$ cat config.mk
export PLATFORM = sky130hd
export DESIGN_NAME = mts_scheduler
export DESIGN_NICKNAME = d
export VERILOG_FILES = /design/src/mts_pkg.sv /design/src/mts_retry_if.sv /design/src/mts_retry.sv /design/src/mts_scheduler.sv /design/src/mts_tick.sv
export VERILOG_INCLUDE_DIRS = /design/src /design/src/src
export SDC_FILE = /design/constraint.sdc
export NUM_CORES = 1
export LEC_CHECK = 0
export BUFFER_PORTS_ARGS = -buffer_cell sky130_fd_sc_hd__buf_2
export CAP_MARGIN = 10
export CORE_MARGIN = 1
export CORE_UTILIZATION = 35
export CTS_BUF_LIST = sky130_fd_sc_hd__clkbuf_8
export DETAILED_ROUTE_END_ITERATION = 8
export RECOVER_POWER = 25
export SYNTH_ARGS = -nofsm -noshare
export SYNTH_HDL_FRONTEND = slang
export SYNTH_SLANG_ARGS = --single-unit
$ cat constraint.sdc
create_clock -name pclk -period 5.6 [get_ports pclk]
set_input_delay 1.12 -clock pclk [delete_from_list [all_inputs] [get_ports pclk]]
set_output_delay 1.12 -clock pclk [all_outputs]
set_load 0.02 [all_outputs]
$ cat src/mts_map.svh
// Summary of operation
// - subnet offline with clear option: reported data goes to zero.
// - subnet offline with freeze option: reported data holds its last value.
// - a disconnected node is retried only after the reconnect time.
// - node disconnects when consecutive timeouts reach the retry maximum.
// - only unbroken runs of timeouts count toward disconnection.
// - no answer within timeout time: resend the same query, up to the maximum.
// - each time setting counts 10 ms ticks; five means 50 ms.
// - broadcast transactions skip timeout, disconnect and reconnect handling.
// - trigger byte address valid only in 0x200-0x3ff or 0x400 to buffer end.
// - trigger byte address used only in trigger mode.
// - cyclic mode sends the query every update interval.
// - data change mode polls each interval and sends only on changed data.
// - single shot mode sends once at start-up, never again.
// - trigger mode with a valid trigger byte address sends whenever the trigger byte differs from last seen.
// - update interval counts 10 ms steps and paces cyclic scheduling.
// - offline option affects only data reported upward, not data to slaves.
`ifndef MTS_MAP_SVH
`define MTS_MAP_SVH
// ==========================================
// register byte offsets
`define MTS_A_CTRL 8'h00
`define MTS_A_UPD 8'h04
`define MTS_A_TMO 8'h08
`define MTS_A_RETRY 8'h0c
`define MTS_A_RECON 8'h10
`define MTS_A_TRIG 8'h14
`define MTS_A_STAT 8'h18
`define MTS_A_ISTAT 8'h1c
`define MTS_A_IMASK 8'h20
// ==========================================
// control fields
`define MTS_CTRL_EN 0
`define MTS_CTRL_MODE 2:1
`define MTS_CTRL_CLR 3
`define MTS_CTRL_BCAST 4
// ==========================================
// reset values
`define MTS_RST_CTRL 5'h00
`define MTS_RST_TIME 16'h0001
`define MTS_RST_RETRY 8'h03
`define MTS_RST_TRIG 16'h0200
// ==========================================
// trigger byte windows
`define MTS_TRIG_LO 16'h0200
`define MTS_TRIG_HI 16'h03ff
`define MTS_TRIG_EXT 16'h0400
// ==========================================
// timing: one tick is 10 ms at 25 MHz
`define MTS_TICK_MS 10
`define MTS_CLK_KHZ 25000
`define MTS_TICK_CYC (`MTS_TICK_MS * `MTS_CLK_KHZ)
`endif

$ cat src/mts_pkg.sv
package mts_pkg;
  typedef enum logic [1:0] {
    MODE_CYC = 2'b00,
    MODE_DCHG = 2'b01,
    MODE_SHOT = 2'b10,
    MODE_TRIG = 2'b11
  } mts_mode_t;
  typedef enum logic [1:0] {
    ST_IDLE = 2'b00,
    ST_WAIT = 2'b01,
    ST_DISC = 2'b10
  } mts_state_t;
endpackage

$ cat src/mts_retry_if.sv
`timescale 1ns/1ps
interface mts_retry_if;
  logic tick;
  logic start;
  logic rsp_ok;
  logic bcast;
  logic [15:0] tmo;
  logic [7:0] retries;
  logic [15:0] recon;
  logic busy;
  logic disc;
  logic retx;
  logic to_ev;
  logic disc_ev;
  logic recon_ev;
  logic [7:0] fails;
  modport sched (output tick, start, rsp_ok, bcast, tmo, retries, recon,
    input busy, disc, retx, to_ev, disc_ev, recon_ev, fails);
  modport eng (input tick, start, rsp_ok, bcast, tmo, retries, recon,
    output busy, disc, retx, to_ev, disc_ev, recon_ev, fails);
endinterface

$ cat src/mts_retry.sv
`timescale 1ns/1ps
module mts_retry (
  // clock and reset
  input wire logic clk,
  input wire logic rstn,
  // scheduler side
  mts_retry_if.eng rif
);
  mts_pkg::mts_state_t state_ff;
  mts_pkg::mts_state_t nxt_state;
  logic [15:0] tcnt_ff;
  logic [7:0] fails_ff;
  wire logic [15:0] tcnt_inc = tcnt_ff + 16'h0001;
  wire logic [7:0] fails_inc = fails_ff + 8'h01;
  wire logic in_wait = (state_ff == mts_pkg::ST_WAIT);
  wire logic in_disc = (state_ff == mts_pkg::ST_DISC);
  wire logic to_hit = in_wait && rif.tick && !rif.rsp_ok && (tcnt_inc >= rif.tmo);
  wire logic give_up = to_hit && (fails_inc >= rif.retries);
  wire logic rc_hit = in_disc && rif.tick && (tcnt_inc >= rif.recon);
  // engine status toward the scheduler
  assign rif.busy = in_wait;
  assign rif.disc = in_disc;
  assign rif.retx = to_hit && !give_up;
  assign rif.to_ev = to_hit;
  assign rif.disc_ev = give_up;
  assign rif.recon_ev = rc_hit;
  assign rif.fails = fails_ff;
  // next state
  always_comb begin
    nxt_state = state_ff;
    unique case (state_ff)
      mts_pkg::ST_IDLE: begin
        if (rif.start && !rif.bcast) begin
          nxt_state = mts_pkg::ST_WAIT;
        end
      end
      mts_pkg::ST_WAIT: begin
        if (rif.rsp_ok) begin
          nxt_state = mts_pkg::ST_IDLE;
        end else if (give_up) begin
          nxt_state = mts_pkg::ST_DISC;
        end
      end
      mts_pkg::ST_DISC: begin
        if (rc_hit) begin
          nxt_state = mts_pkg::ST_IDLE;
        end
      end
      default: nxt_state = mts_pkg::ST_IDLE;
    endcase
  end
  // state, tick counter and consecutive timeout count
  always_ff @(posedge clk or negedge rstn) begin
    if (!rstn) begin
      state_ff <= mts_pkg::ST_IDLE;
      tcnt_ff <= 16'h0000;
      fails_ff <= 8'h00;
    end else begin
      state_ff <= nxt_state;
      tcnt_ff <= (nxt_state != state_ff || to_hit) ? 16'h0000 :
                 (rif.tick ? tcnt_inc : tcnt_ff);
      if ((in_wait && rif.rsp_ok) || rc_hit) begin
        fails_ff <= 8'h00;
      end else if (to_hit) begin
        fails_ff <= fails_inc;
      end
    end
  end
endmodule

$ cat src/mts_scheduler.sv
`timescale 1ns/1ps
`include "mts_map.svh"
module mts_scheduler #(
  parameter int TICK_CYCLES = `MTS_TICK_CYC,
  parameter int DW = 32,
  parameter logic [15:0] BUF_END = 16'h07ff
) (
  // clock and reset
  input wire logic pclk,
  input wire logic presetn,
  // apb slave
  input wire logic psel,
  input wire logic penable,
  input wire logic pwrite,
  input wire logic [7:0] paddr,
  input wire logic [31:0] pwdata,
  output logic [31:0] prdata,
  output logic pready,
  output logic pslverr,
  // subnetwork side
  input wire logic rsp_ok,
  input wire logic [DW-1:0] rsp_data,
  input wire logic subnet_online,
  output logic query_send,
  output logic node_disc,
  // control system buffer side
  input wire logic [DW-1:0] data_area,
  input wire logic [7:0] trig_byte,
  output logic [15:0] trig_addr,
  output logic [DW-1:0] report_data,
  // interrupt
  output logic irq
);
  // ==========================================
  // register storage
  logic [4:0] ctrl_ff;
  logic [15:0] upd_ff;
  logic [15:0] tmo_ff;
  logic [7:0] retry_ff;
  logic [15:0] recon_ff;
  logic [3:0] istat_ff;
  logic [3:0] imask_ff;
  // scheduler state
  logic [15:0] ucnt_ff;
  logic pend_ff;
  logic en_prev_ff;
  logic shot_done_ff;
  logic [DW-1:0] last_data_ff;
  logic [7:0] last_trig_ff;
  logic tick;
  logic [31:0] rd_val;

  mts_retry_if rif ();

  // ==========================================
  // apb decode
  wire logic acc = psel && penable;
  wire logic wr_en = acc && pready && pwrite;
  wire logic hit_ctrl = (paddr == `MTS_A_CTRL);
  wire logic hit_upd = (paddr == `MTS_A_UPD);
  wire logic hit_tmo = (paddr == `MTS_A_TMO);
  wire logic hit_retry = (paddr == `MTS_A_RETRY);
  wire logic hit_recon = (paddr == `MTS_A_RECON);
  wire logic hit_trig = (paddr == `MTS_A_TRIG);
  wire logic hit_stat = (paddr == `MTS_A_STAT);
  wire logic hit_istat = (paddr == `MTS_A_ISTAT);
  wire logic hit_imask = (paddr == `MTS_A_IMASK);
  wire logic mapped = hit_ctrl || hit_upd || hit_tmo || hit_retry || hit_recon ||
                      hit_trig || hit_stat || hit_istat || hit_imask;

  // ==========================================
  // control fields
  wire logic en = ctrl_ff[`MTS_CTRL_EN];
  wire mts_pkg::mts_mode_t mode = mts_pkg::mts_mode_t'(ctrl_ff[`MTS_CTRL_MODE]);
  wire logic off_clear = ctrl_ff[`MTS_CTRL_CLR];
  wire logic bcast = ctrl_ff[`MTS_CTRL_BCAST];

  // trigger address window check
  wire logic trig_ok = ((trig_addr >= `MTS_TRIG_LO) && (trig_addr <= `MTS_TRIG_HI)) ||
                       ((trig_addr >= `MTS_TRIG_EXT) && (trig_addr <= BUF_END));

  // ==========================================
  // scheduling decisions
  wire logic [15:0] ucnt_inc = ucnt_ff + 16'h0001;
  wire logic paced = en && ((mode == mts_pkg::MODE_CYC) || (mode == mts_pkg::MODE_DCHG));
  wire logic due = paced && tick && (ucnt_inc >= upd_ff);
  wire logic cyc_fire = due && (mode == mts_pkg::MODE_CYC);
  wire logic dchg_fire = due && (mode == mts_pkg::MODE_DCHG) &&
                         (data_area != last_data_ff);
  wire logic shot_fire = en && !en_prev_ff && (mode == mts_pkg::MODE_SHOT) &&
                         !shot_done_ff;
  wire logic trig_armed = en && (mode == mts_pkg::MODE_TRIG) && trig_ok;
  wire logic trig_hit = trig_armed && (trig_byte != last_trig_ff);
  wire logic want = cyc_fire || dchg_fire || shot_fire || trig_hit;
  wire logic start = pend_ff && !rif.busy && !rif.disc;

  // ==========================================
  // engine hookup
  assign rif.tick = tick;
  assign rif.start = start;
  assign rif.rsp_ok = rsp_ok;
  assign rif.bcast = bcast;
  assign rif.tmo = tmo_ff;
  assign rif.retries = retry_ff;
  assign rif.recon = recon_ff;

  mts_tick #(
    .CYCLES(TICK_CYCLES)
  ) u_tick (
    .clk(pclk),
    .rstn(presetn),
    .tick(tick)
  );

  mts_retry u_retry (
    .clk(pclk),
    .rstn(presetn),
    .rif(rif.eng)
  );

  // ==========================================
  // interrupt events: sent, timeout, disconnect, reconnect
  wire logic [3:0] ev = {rif.recon_ev, rif.disc_ev, rif.to_ev, start};
  wire logic [3:0] w1c = (wr_en && hit_istat) ? pwdata[3:0] : 4'h0;
  wire logic [3:0] nxt_istat = (istat_ff & ~w1c) | ev;

  // read mux
  assign rd_val = hit_ctrl ? {27'h0, ctrl_ff} :
                  hit_upd ? {16'h0, upd_ff} :
                  hit_tmo ? {16'h0, tmo_ff} :
                  hit_retry ? {24'h0, retry_ff} :
                  hit_recon ? {16'h0, recon_ff} :
                  hit_trig ? {16'h0, trig_addr} :
                  hit_stat ? {16'h0, rif.fails, 4'h0, shot_done_ff, trig_ok,
                              rif.disc, rif.busy} :
                  hit_istat ? {28'h0, istat_ff} :
                  hit_imask ? {28'h0, imask_ff} : 32'h0;

  // apb answer with one wait cycle
  always_ff @(posedge pclk or negedge presetn) begin
    if (!presetn) begin
      pready <= 1'b0;
      prdata <= 32'h0;
      pslverr <= 1'b0;
    end else begin
      pready <= acc && !pready;
      prdata <= (acc && !pready && !pwrite) ? rd_val : 32'h0;
      pslverr <= acc && !pready && !mapped;
    end
  end

  // configuration registers
  always_ff @(posedge pclk or negedge presetn) begin
    if (!presetn) begin
      ctrl_ff <= `MTS_RST_CTRL;
      upd_ff <= `MTS_RST_TIME;
      tmo_ff <= `MTS_RST_TIME;
      retry_ff <= `MTS_RST_RETRY;
      recon_ff <= `MTS_RST_TIME;
      trig_addr <= `MTS_RST_TRIG;
      imask_ff <= 4'h0;
    end else if (wr_en) begin
      if (hit_ctrl) ctrl_ff <= pwdata[4:0];
      if (hit_upd) upd_ff <= pwdata[15:0];
      if (hit_tmo) tmo_ff <= pwdata[15:0];
      if (hit_retry) retry_ff <= pwdata[7:0];
      if (hit_recon) recon_ff <= pwdata[15:0];
      if (hit_trig) trig_addr <= pwdata[15:0];
      if (hit_imask) imask_ff <= pwdata[3:0];
    end
  end

  // interrupt status, set wins over clear
  always_ff @(posedge pclk or negedge presetn) begin
    if (!presetn) begin
      istat_ff <= 4'h0;
      irq <= 1'b0;
    end else begin
      istat_ff <= nxt_istat;
      irq <= |(nxt_istat & imask_ff);
    end
  end

  // update interval counter
  always_ff @(posedge pclk or negedge presetn) begin
    if (!presetn) begin
      ucnt_ff <= 16'h0000;
    end else begin
      ucnt_ff <= (!paced || due) ? 16'h0000 : (tick ? ucnt_inc : ucnt_ff);
    end
  end

  // pending query and send pulse
  always_ff @(posedge pclk or negedge presetn) begin
    if (!presetn) begin
      pend_ff <= 1'b0;
      query_send <= 1'b0;
      node_disc <= 1'b0;
    end else begin
      pend_ff <= want || (pend_ff && !start);
      query_send <= start || rif.retx;
      node_disc <= rif.disc;
    end
  end

  // start-up edge and single shot latch
  always_ff @(posedge pclk or negedge presetn) begin
    if (!presetn) begin
      en_prev_ff <= 1'b0;
      shot_done_ff <= 1'b0;
    end else begin
      en_prev_ff <= en;
      shot_done_ff <= shot_done_ff || shot_fire;
    end
  end

  // last seen data area and trigger byte
  always_ff @(posedge pclk or negedge presetn) begin
    if (!presetn) begin
      last_data_ff <= '0;
      last_trig_ff <= 8'h00;
    end else begin
      if (dchg_fire) last_data_ff <= data_area;
      if (!trig_armed || trig_hit) last_trig_ff <= trig_byte;
    end
  end

  // data reported upward; slave data path is untouched
  always_ff @(posedge pclk or negedge presetn) begin
    if (!presetn) begin
      report_data <= '0;
    end else if (!subnet_online) begin
      report_data <= off_clear ? '0 : report_data;
    end else if (rsp_ok) begin
      report_data <= rsp_data;
    end
  end

  // ==========================================
  // checks
  logic [31:0] gap_ff;
  logic seen_tick_ff;
  always_ff @(posedge pclk or negedge presetn) begin
    if (!presetn) begin
      gap_ff <= 32'h0;
      seen_tick_ff <= 1'b0;
    end else begin
      gap_ff <= tick ? 32'h0 : gap_ff + 32'h1;
      seen_tick_ff <= seen_tick_ff || tick;
    end
  end
endmodule

$ cat src/mts_tick.sv
`timescale 1ns/1ps
`include "mts_map.svh"
module mts_tick #(
  parameter int CYCLES = `MTS_TICK_CYC
) (
  // clock and reset
  input wire logic clk,
  input wire logic rstn,
  // one-cycle tick every CYCLES clocks
  output logic tick
);
  localparam int W = $clog2(CYCLES);
  logic [W-1:0] cnt_ff;
  wire logic wrap = (cnt_ff == W'(CYCLES - 1));
  // free running divider
  always_ff @(posedge clk or negedge rstn) begin
    if (!rstn) begin
      cnt_ff <= '0;
      tick <= 1'b0;
    end else begin
      cnt_ff <= wrap ? '0 : cnt_ff + W'(1);
      tick <= wrap;
    end
  end
endmodule

Yosys cells after proc, flatten, opt, wreduce, memory -nomap -nowiden
Cells that the tools add are included.
- register bits after elaboration: 242
- word-level logic and storage cells: 168
- $add $sub $neg: 4
- magnitude comparators: 8
- eq/ne operators: 18
- mux-type cells: 26
- bitwise gates (word level): 4
- reductions and logical operators: 82
- operator list (operator ; number):
    2-to-1 mux 16 bit ; 12
    2-to-1 mux 32 bit ; 3
    greater-or-equal comparator 16 bit ; 3
    logical AND 1 bit ; 33
    adder 16 x 1 -> 16 bit (second input constant) ; 2
    equality test 8 x 5 -> 1 bit (second input constant) ; 4
    inequality test 32 bit ; 1
    logical OR 1 bit ; 20
    adder 18 x 1 -> 18 bit (second input constant) ; 1
    equality test 18 bit (second input constant) ; 1
    2-to-1 mux 18 bit ; 1
    equality test 8 x 4 -> 1 bit (second input constant) ; 2
    greater-or-equal comparator 16 x 10 -> 1 bit (second input constant) ; 1
    greater-or-equal comparator 16 x 11 -> 1 bit (second input constant) ; 1
    less-or-equal comparator 16 x 10 -> 1 bit (second input constant) ; 1
    less-or-equal comparator 16 x 11 -> 1 bit (second input constant) ; 1
    2-to-1 mux 8 bit ; 2
    AND reduction 2 bit ; 8
    logical NOT 1 bit ; 13
    2-to-1 mux 4 bit ; 3
    adder 8 x 1 -> 8 bit (second input constant) ; 1
    bitwise AND 4 bit ; 2
    equality test 8 x 3 -> 1 bit (second input constant) ; 1
    equality test 8 x 6 -> 1 bit (second input constant) ; 1
    other kinds (14) ; 24

Logic depth before layout (Yosys ltp)
Gate-level depths: netlist of run 1.
- depth in word-level cells: 11
- depth in mapped cells: 15
- gate-level depth less buffers: 13

Cells and area by module
A second synthesis of run 1 with hierarchy kept.
- cells, all modules: 1164
- area total of the unflattened synthesis: 12898.6 um2
- modules (own cells, without submodules) (module ; times used ; cells each ; area an instance (um2) ; sequential area each (um2)):
    mts_scheduler ; 1 ; 761 ; 9306.4 ; 4937.2
    mts_retry ; 1 ; 322 ; 2677.6 ; 650.6
    mts_tick ; 1 ; 81 ; 914.6 ; 475.5

Worst setup path after synthesis of run 1
No wires, ideal clock.
- path kind: flip-flop to flip-flop
- start point: register ucnt_ff[2]
- end point: register last_data_ff[28]
- arrival: 3.212 ns
- path slack: 2.263 ns
- cell stages (with the launch flop): 15
- buffers on the path: 3
- clock period less this slack: 3.337 ns
- cells stage by stage: dfrtp_1 > and3_1 > and3_1 > clkbuf_1 > and3_1 > clkbuf_1 > and3_1 > xor2_1 > ha_1 > o2111ai_1 > a21oi_1 > a21oi_1 > nor4_2 > buf_4 > mux2_2
- word-level cells in the longest chain between the ends: 5
- RTL lines (item ; line ; RTL):
    from (decl) ; mts_scheduler.sv:44 ; logic [15:0] ucnt_ff;
    from (signal assigned) ; mts_scheduler.sv:189 ; ucnt_ff <= (!paced || due) ? 16'h0000 : (tick ? ucnt_inc : ucnt_ff);
    adder 16 x 1 -> 16 bit ; mts_scheduler.sv:84 ; wire logic [15:0] ucnt_inc = ucnt_ff + 16'h0001;
    greater-or-equal comparator 16 bit ; mts_scheduler.sv:86 ; wire logic due = paced && tick && (ucnt_inc >= upd_ff);
    logical AND 1 bit ; mts_scheduler.sv:86 ;
    logical AND 1 bit (2 in series) ; mts_scheduler.sv:88 ; wire logic dchg_fire = due && (mode == mts_pkg::MODE_DCHG) &&
    to (signal assigned) ; mts_scheduler.sv:223 ; if (dchg_fire) last_data_ff <= data_area;
    to (decl) ; mts_scheduler.sv:48 ; logic [DW-1:0] last_data_ff;
Every way passes these cells.
A chain may end at the register's enable or synchronous reset.

Final worst setup path of run 1
- start point: register u_retry.tcnt_ff[0]
- end point: register u_retry.tcnt_ff[9]
- word-level cells in the longest chain between the ends: 10
- elaborated cells between the ends (all ways): 15
- those cells by class: 1 x add/sub; 2 x order compare; 1 x eq/ne; 6 x mux; 5 x reduce/logical
- RTL lines (item ; line ; RTL):
    from (decl) ; mts_retry.sv:11 ; logic [15:0] tcnt_ff;
    from (signal assigned) ; mts_retry.sv:60 ; tcnt_ff <= (nxt_state != state_ff || to_hit) ? 16'h0000 :
    adder 16 x 1 -> 16 bit (*) ; mts_retry.sv:13 ; wire logic [15:0] tcnt_inc = tcnt_ff + 16'h0001;
    greater-or-equal comparator 16 bit ; mts_retry.sv:17 ; wire logic to_hit = in_wait && rif.tick && !rif.rsp_ok && (tcnt_inc >= rif.tmo);
    logical AND 1 bit ; mts_retry.sv:17 ;
    logical AND 1 bit ; mts_retry.sv:18 ; wire logic give_up = to_hit && (fails_inc >= rif.retries);
    2-to-1 mux 2 bit ; mts_retry.sv:40 ; end else if (give_up) begin
    2-to-1 mux 2 bit ; mts_retry.sv:38 ; if (rif.rsp_ok) begin
    one-hot mux 2 bit (3 select lines) ; mts_retry.sv:31 ; unique case (state_ff)
    inequality test 2 bit ; mts_retry.sv:60 ;
    logical OR 1 bit ; mts_retry.sv:60 ;
    2-to-1 mux 16 bit or nonzero test 2 bit (tied branches) ; - ;
Every way passes the cells marked *; elsewhere a longest branch is shown, timed or not. The select of a mux whose other input is x is not followed.

==> results.json, run 1 <==
{
  "status": "finished, violations left",
  "violations": "max-capacitance violations, max-slew violations",
  "cts_sinks": 242,
  "timing.fmax_ghz": 0.254,
  "yosys_warnings": 0,
  "worst-setup-path-type": "register to register",
  "drt-vias-per-instance": 5.09,
  "antenna_found_initial": 2,
  "synth_area_per_cell_um2": 10.7,
  "worstSetupEndpointType": "register",
  "hold_start": "en_prev_ff$_DFF_PN0_",
  "synth_area_leader_cell": "dfrtp_1",
  "start_kind": "register",
  "worst_slew_pin_slew_ns": 3.05,
  "min_period_over_period_pct": 70.2,
  "ys_dominant_reg_cell": "dfrtp_1",
  "worst-path-buf-inv": 1,
  "drc_errors": 0,
  "drv_cap": 2,
  "synth.most_common_cell": "dfrtp_1",
  "synth.ff_latch_count": 242,
  "final_cells": 1855,
  "grt_start_max_net_pins": 122,
  "grt_first_pass_wirelength_um": 51100,
  "path_cells": "ha_1, nand3_1, nor2_1, nand3_1, nor2_1, xor2_1, ha_1, a21o_1, a21oi_1, o21ai_0, a22oi_1, o2111ai_1, buf_4, nor2_1",
  "syn_area_um2": 12600,
  "antenna_left": 0,
  "report.final.setup_viol": 0,
  "hold_viol": 0,
  "fin_tns_setup_ns": 0,
  "required_ns": 6.07,
  "ys_seq_area_share_pct": 48.1,
  "cpMaxStageDelayCell": "a22oi_1",
  "htreeDepth": 2,
  "port_buffers": 171,
  "place_area_um2": 13900,
  "final_nets": 1539,
  "ys_types": 71,
  "crit_top_cell": "nor2_1",
  "crit_path_end": "u_retry.tcnt_ff[9]$_DFFE_PN0P_",
  "overflow": 0,
  "core-area_um2": 35500,
  "cp-startpoint": "u_retry.tcnt_ff[0]$_DFFE_PN0P_",
  "p_leak_nw": 7.18,
  "skew_ns": 0.0396,
  "worst-path-stages": 14,
  "numCtsBuffers": 43,
  "initial_core_util_pct": 35.5,
  "synth_commonest_cells": "dfrtp_1 (236), nand2_1 (92), mux2_2 (86)",
  "die_x_um": 192,
  "gr-usage-all-layers_pct": 17.9,
  "die_area_um2": 36800,
  "fin_area_um2": 14700,
  "yosysTopAreaCellShare_pct": 46.9,
  "cts-root-buf": "clkbuf_8",
  "synth_cells": 1182,
  "finalWirelength_um": 32300,
  "worstReg2RegStart": "u_retry.tcnt_ff[0]$_DFFE_PN0P_",
  "crit_path_max_incr_delay_ns": 0.77,
  "routabilityCongestion": 0.877,
  "final_core_util_pct": 41.5,
  "n_antenna_cell": 0,
  "clkSlewWorstSetupHoldPaths_ns": 0.06,
  "worstHoldPathType": "register to register",
  "final.setup.worst_slack_ns": 1.67,
  "drtPass1Iterations": 5,
  "clkLatencyLatePin_ns": 0.57,
  "cts_tree": "built",
  "ir_drop_mv": 0.165,
  "preCtsSetupSlack_ns": 1.65,
  "vias": 9450,
  "cp_max_fo": 16,
  "p_per_area_nw_per_um2": 257,
  "synth-async-reset-ratio_pct": 100,
  "drive_gt1_share_pct": 25.5,
  "synth_edf_count": 0,
  "cp_top_family": "compound AO/OA/AOI/OAI gates",
  "syn2layout_area_growth_pct": 17.0,
  "whs_ns": 0.479,
  "placed_cells": 1774,
  "rsz0062_at_grt": "false",
  "r2r_slack_ns": 1.67,
  "period_minus_slack_ns": 3.93,
  "cts_hold_buf": 0,
  "rows": 69,
  "post_cts_resized": 0,
  "hpwl_um": 23900,
  "ioPinCount": 204,
  "timing.rr.end": "u_retry.tcnt_ff[9]$_DFFE_PN0P_",
  "wl_per_cell_um": 17.4,
  "clock_path_buffers": 3,
  "slew_violations": 170,
  "synthTopCellsByArea": "dfrtp_1 (47%), mux2_2 (7.7%), ha_1 (6.0%), xor2_1 (5.1%), nand2_1 (2.7%)",
  "chipHeight_um": 192,
  "ff2ff_path_depth": 14,
  "grt_pass1_vias": 9401,
  "post_cts_buffers": 0,
  "cp.arrival_ns": 4.40,
  "relSlewSlack_pct": -103,
  "drt_iter0_markers": 599,
  "power_mw": 3.79
}
-- per-layer routing --
layer / share of wire [%] / vias to the layer above / GRT usage [%]
met5: 0.034 / - / 0
met4: 2.4 / 2 / 5.59
met3: 5.6 / 65 / 2.92
met2: 45 / 296 / 28.1
met1: 47 / 4578 / 25.0
li1: - / 4509 / -
-- layout by cell type, fill, tap and decap left out, types with 8 or more instances in the layout --
cell and instances:
dfrtp_1 236, buf_2 162, nand2_1 92, mux2_2 86, inv_1 77, xor2_1 74, nor2_1 68, o21ai_0 64
ha_1 60, clkbuf_8 57, a21oi_1 55, a22o_1 39, xnor2_1 31, nand3_1 29, nand4_1 18, a22oi_1 17
nor4_1 16, conb_1 16, mux2i_1 15, and3_1 12, nand2b_1 11, or3_1 11, a31oi_1 10, clkbuf_1 10
clkinv_2 9, buf_4 8
-- state kept, by name, summed over array words and instances (netlist names), 16 cells and up --
name,count
last_data_ff,32
prdata,16
recon_ff,16
report_data,32
rif.tmo,16
trig_addr,16
u_retry.tcnt_ff,16
u_tick.cnt_ff,18
ucnt_ff,16
upd_ff,16
-- worst reg2reg max path, stage by stage (launching register included) --
cell,delay [ns]
dfrtp_1,0.47
ha_1,0.27
nand3_1,0.13
nor2_1,0.23
nand3_1,0.22
nor2_1,0.18
xor2_1,0.27
ha_1,0.30
a21o_1,0.18
a21oi_1,0.12
o21ai_0,0.09
a22oi_1,0.77
o2111ai_1,0.22
buf_4,0.26
nor2_1,0.13
-- report_power, final --
| group | switching, mW | internal (mW) |
|---|---|---|
| clock | 0.766 | 0.918 |
| sequential | 0.0293 | 1.80 |
| combinational | 0.178 | 0.102 |
-- area by class of cell --
| cell class | instances | area (µm²) |
|---|---|---|
| well taps | 461 | 577 |
| clock inverters | 22 | 115 |
| flip-flops and latches | 242 | 6060 |
| clock buffers | 57 | 785 |
| multi-input cells | 823 | 6010 |
| repair buffers | 183 | 943 |
| inverters | 67 | 251 |
| fillers | 3434 | 20700 |
-- worst min-delay path by stage --
stage | slack, ns | cells past startpoint | endpoint
6_report | 0.48 | 1 | shot_done_ff$_DFF_PN0_
5_1_grt | 0.50 | 2 | rif.tmo[3]$_DFFE_PN0P_
4_1_cts | 0.48 | 2 | rif.tmo[3]$_DFFE_PN0P_
3_5_place_dp | 0.45 | 1 | shot_done_ff$_DFF_PN0_
3_3_place_gp | 0.44 | 1 | shot_done_ff$_DFF_PN0_
2_1_floorplan | 0.43 | 1 | shot_done_ff$_DFF_PN0_
-- kinds of logic after synthesis --
family / Yosys count / synth area share, %
AND/OR/NAND/NOR: 302 / 12.2
flip-flops: 242 / 48.1
AO/OA/AOI/OAI: 233 / 12.1
buffers and inverters: 132 / 4.80
multiplexers: 107 / 9.53
XOR/XNOR: 105 / 7.30
adder cells (fa/ha/maj): 60 / 5.96
other: 1 / 0.0298
(Power assumes the default switching activity.)
==> run 2: changes to the inputs <==
==> constraint.sdc (replaced) <==
create_clock -name pclk -period 3.8 [get_ports pclk]
set_input_delay 0.76 -clock pclk [delete_from_list [all_inputs] [get_ports pclk]]
set_output_delay 0.76 -clock pclk [all_outputs]
set_load 0.02 [all_outputs]
==> run 2 against run 1 <==
Against the previous run:
- the run ends with design-rule violations, max-capacitance violations, max-slew violations left
- first-iteration DRC count decreased by 13%
- highest routed layer unchanged
- maximum frequency increased by 10%
- critical endpoint is now last_data_ff[6]$_DFFE_PN0P_
- clock power is 66% higher
==> results.json, run 2 (synthesis results as in run 1) <==
{
  "crit_path_max_incr_delay_ns": 0.42,
  "ioPinCount": 204,
  "die_area_um2": 36800,
  "antenna_left": 0,
  "ir_drop_mv": 0.237,
  "worstHoldPathType": "input port to register",
  "mostFrequentLayoutCells": "dfrtp_1 (235), buf_2 (162), nand2_1 (92), mux2_2 (86)",
  "cp.arrival_ns": 3.98,
  "skew_ns": 0.0436,
  "fin_tns_setup_ns": 0,
  "final_common_cell": "dfrtp_1",
  "grt_first_pass_wirelength_um": 52300,
  "violations": "design-rule violations, max-capacitance violations, max-slew violations",
  "syn2layout_area_growth_pct": 18.6,
  "clkSlewWorstSetupHoldPaths_ns": 0.07,
  "clkLatencyLatePin_ns": 0.57,
  "drive_gt1_share_pct": 26.7,
  "drt-vias-per-instance": 5.14,
  "worst-path-buf-inv": 1,
  "finalWirelength_um": 32600,
  "worst-setup-path-type": "register to register",
  "worst-path-stages": 13,
  "numCtsBuffers": 43,
  "n_antenna_cell": 0,
  "hold_viol": 0,
  "cts_sinks": 242,
  "timing.fmax_ghz": 0.281,
  "timing.rr.end": "last_data_ff[6]$_DFFE_PN0P_",
  "post_cts_buffers": 0,
  "worst_slew_pin_slew_ns": 1.85,
  "reg.largest.list": "last_data_ff x32, report_data x32, u_tick.cnt_ff x18",
  "final_nets": 1548,
  "drc_errors": 2,
  "cts-root-buf": "clkbuf_8",
  "overflow": 0,
  "cts_tree": "built",
  "drtPass1Iterations": 7,
  "min_period_over_period_pct": 93.6,
  "report.final.setup_viol": 0,
  "cts_hold_buf": 0,
  "r2r_slack_ns": 0.24,
  "die_x_um": 192,
  "chipHeight_um": 192,
  "worstReg2RegStart": "ucnt_ff[0]$_DFFE_PN0P_",
  "vias": 9586,
  "initial_core_util_pct": 35.5,
  "clock_path_buffers": 3,
  "drt_iter0_markers": 522,
  "cp-startpoint": "ucnt_ff[0]$_DFFE_PN0P_",
  "core-area_um2": 35500,
  "slew_violations": 78,
  "p_leak_nw": 7.27,
  "worstSetupEndpointType": "register",
  "fin_area_um2": 14900,
  "rows": 69,
  "grt_pass1_vias": 9678,
  "htreeDepth": 2,
  "p_per_area_nw_per_um2": 395,
  "ff2ff_path_depth": 13,
  "routabilityCongestion": 0.836,
  "port_buffers": 171,
  "antenna_found_initial": 4,
  "hpwl_um": 24200,
  "period_minus_slack_ns": 3.56,
  "drv_cap": 1,
  "grt_start_max_net_pins": 78,
  "post_cts_resized": 0,
  "place_area_um2": 14000,
  "start_kind": "register",
  "crit_path_end": "last_data_ff[6]$_DFFE_PN0P_",
  "rsz0062_at_grt": "false",
  "cpMaxStageDelayCell": "dfrtp_1",
  "wl_per_cell_um": 17.5,
  "path_cells": "ha_1, and3_2, and3_1, nand3_1, xnor2_1, ha_1, o21ai_0, a21o_1, a21oi_1, a21oi_1, nor4_4, buf_12, mux2_2",
  "cp_max_fo": 32,
  "relSlewSlack_pct": -23.6,
  "status": "finished, violations left",
  "cp_top_family": "simple AND/OR/NAND/NOR gates",
  "required_ns": 4.22,
  "gr-usage-all-layers_pct": 18.2
}
-- run 2: cell types whose count changed in the layout (fill, tap and decap cells not counted), moves of 2 or more --
cell,change
buf_4,+9
bufinv_16,+4
inv_1,-3
buf_12,+2
buf_8,-2
clkbuf_1,-2
clkbuf_2,+2
-- run 2: worst min-delay path by stage --
stage / start / end / slack, ns / cells after the start
4_1_cts: presetn / report_data[11]$_DFFE_PN0P_ / 0.17 / 1
3_5_place_dp: en_prev_ff$_DFF_PN0_ / shot_done_ff$_DFF_PN0_ / 0.44 / 1
3_3_place_gp: en_prev_ff$_DFF_PN0_ / shot_done_ff$_DFF_PN0_ / 0.44 / 1
2_1_floorplan: en_prev_ff$_DFF_PN0_ / shot_done_ff$_DFF_PN0_ / 0.43 / 1
6_report: trig_byte[1] / last_trig_ff[1]$_DFFE_PN0P_ / 0.34 / 1
5_1_grt: trig_byte[0] / last_trig_ff[0]$_DFFE_PN0P_ / 0.32 / 1
-- run 2: layout make-up --
cell class              count  area [µm²]
clock buffers              58         798
clock inverters            22         219
fillers                  3491       20500
inverters                  67         251
multi-input cells         823        6010
flip-flops and latches    242        6060
well taps                 461         577
repair buffers            192        1020
-- run 2: power by group --
part           switching [mW]  leakage [nW]  internal [mW]
clock network            1.14         0.554           1.65
registers              0.0427          3.16           2.65
logic                   0.263          3.56          0.152
-- run 2: routing by layer --
layer	global-route usage [%]	vias to the layer above	wire length, µm
li1	-	4523	-
met1	25.1	4704	15000
met2	28.8	298	14800
met3	3.33	55	1920
met4	5.34	6	751
met5	0	-	34
-- run 2: through the flow --
stage	hold WS, ns	util (%)	instances	setup WS, ns	total power, mW
after floorplan	0.432	-	1197	0.463	2.95
after global placement	0.441	39.4	1785	0.281	3.16
after detailed placement	0.444	39.4	1785	0.189	3.16
after CTS	0.173	42.2	1865	0.179	5.99
after global routing	0.320	42.1	1865	0.000536	6.14
final	0.341	42.1	1865	0.241	5.90
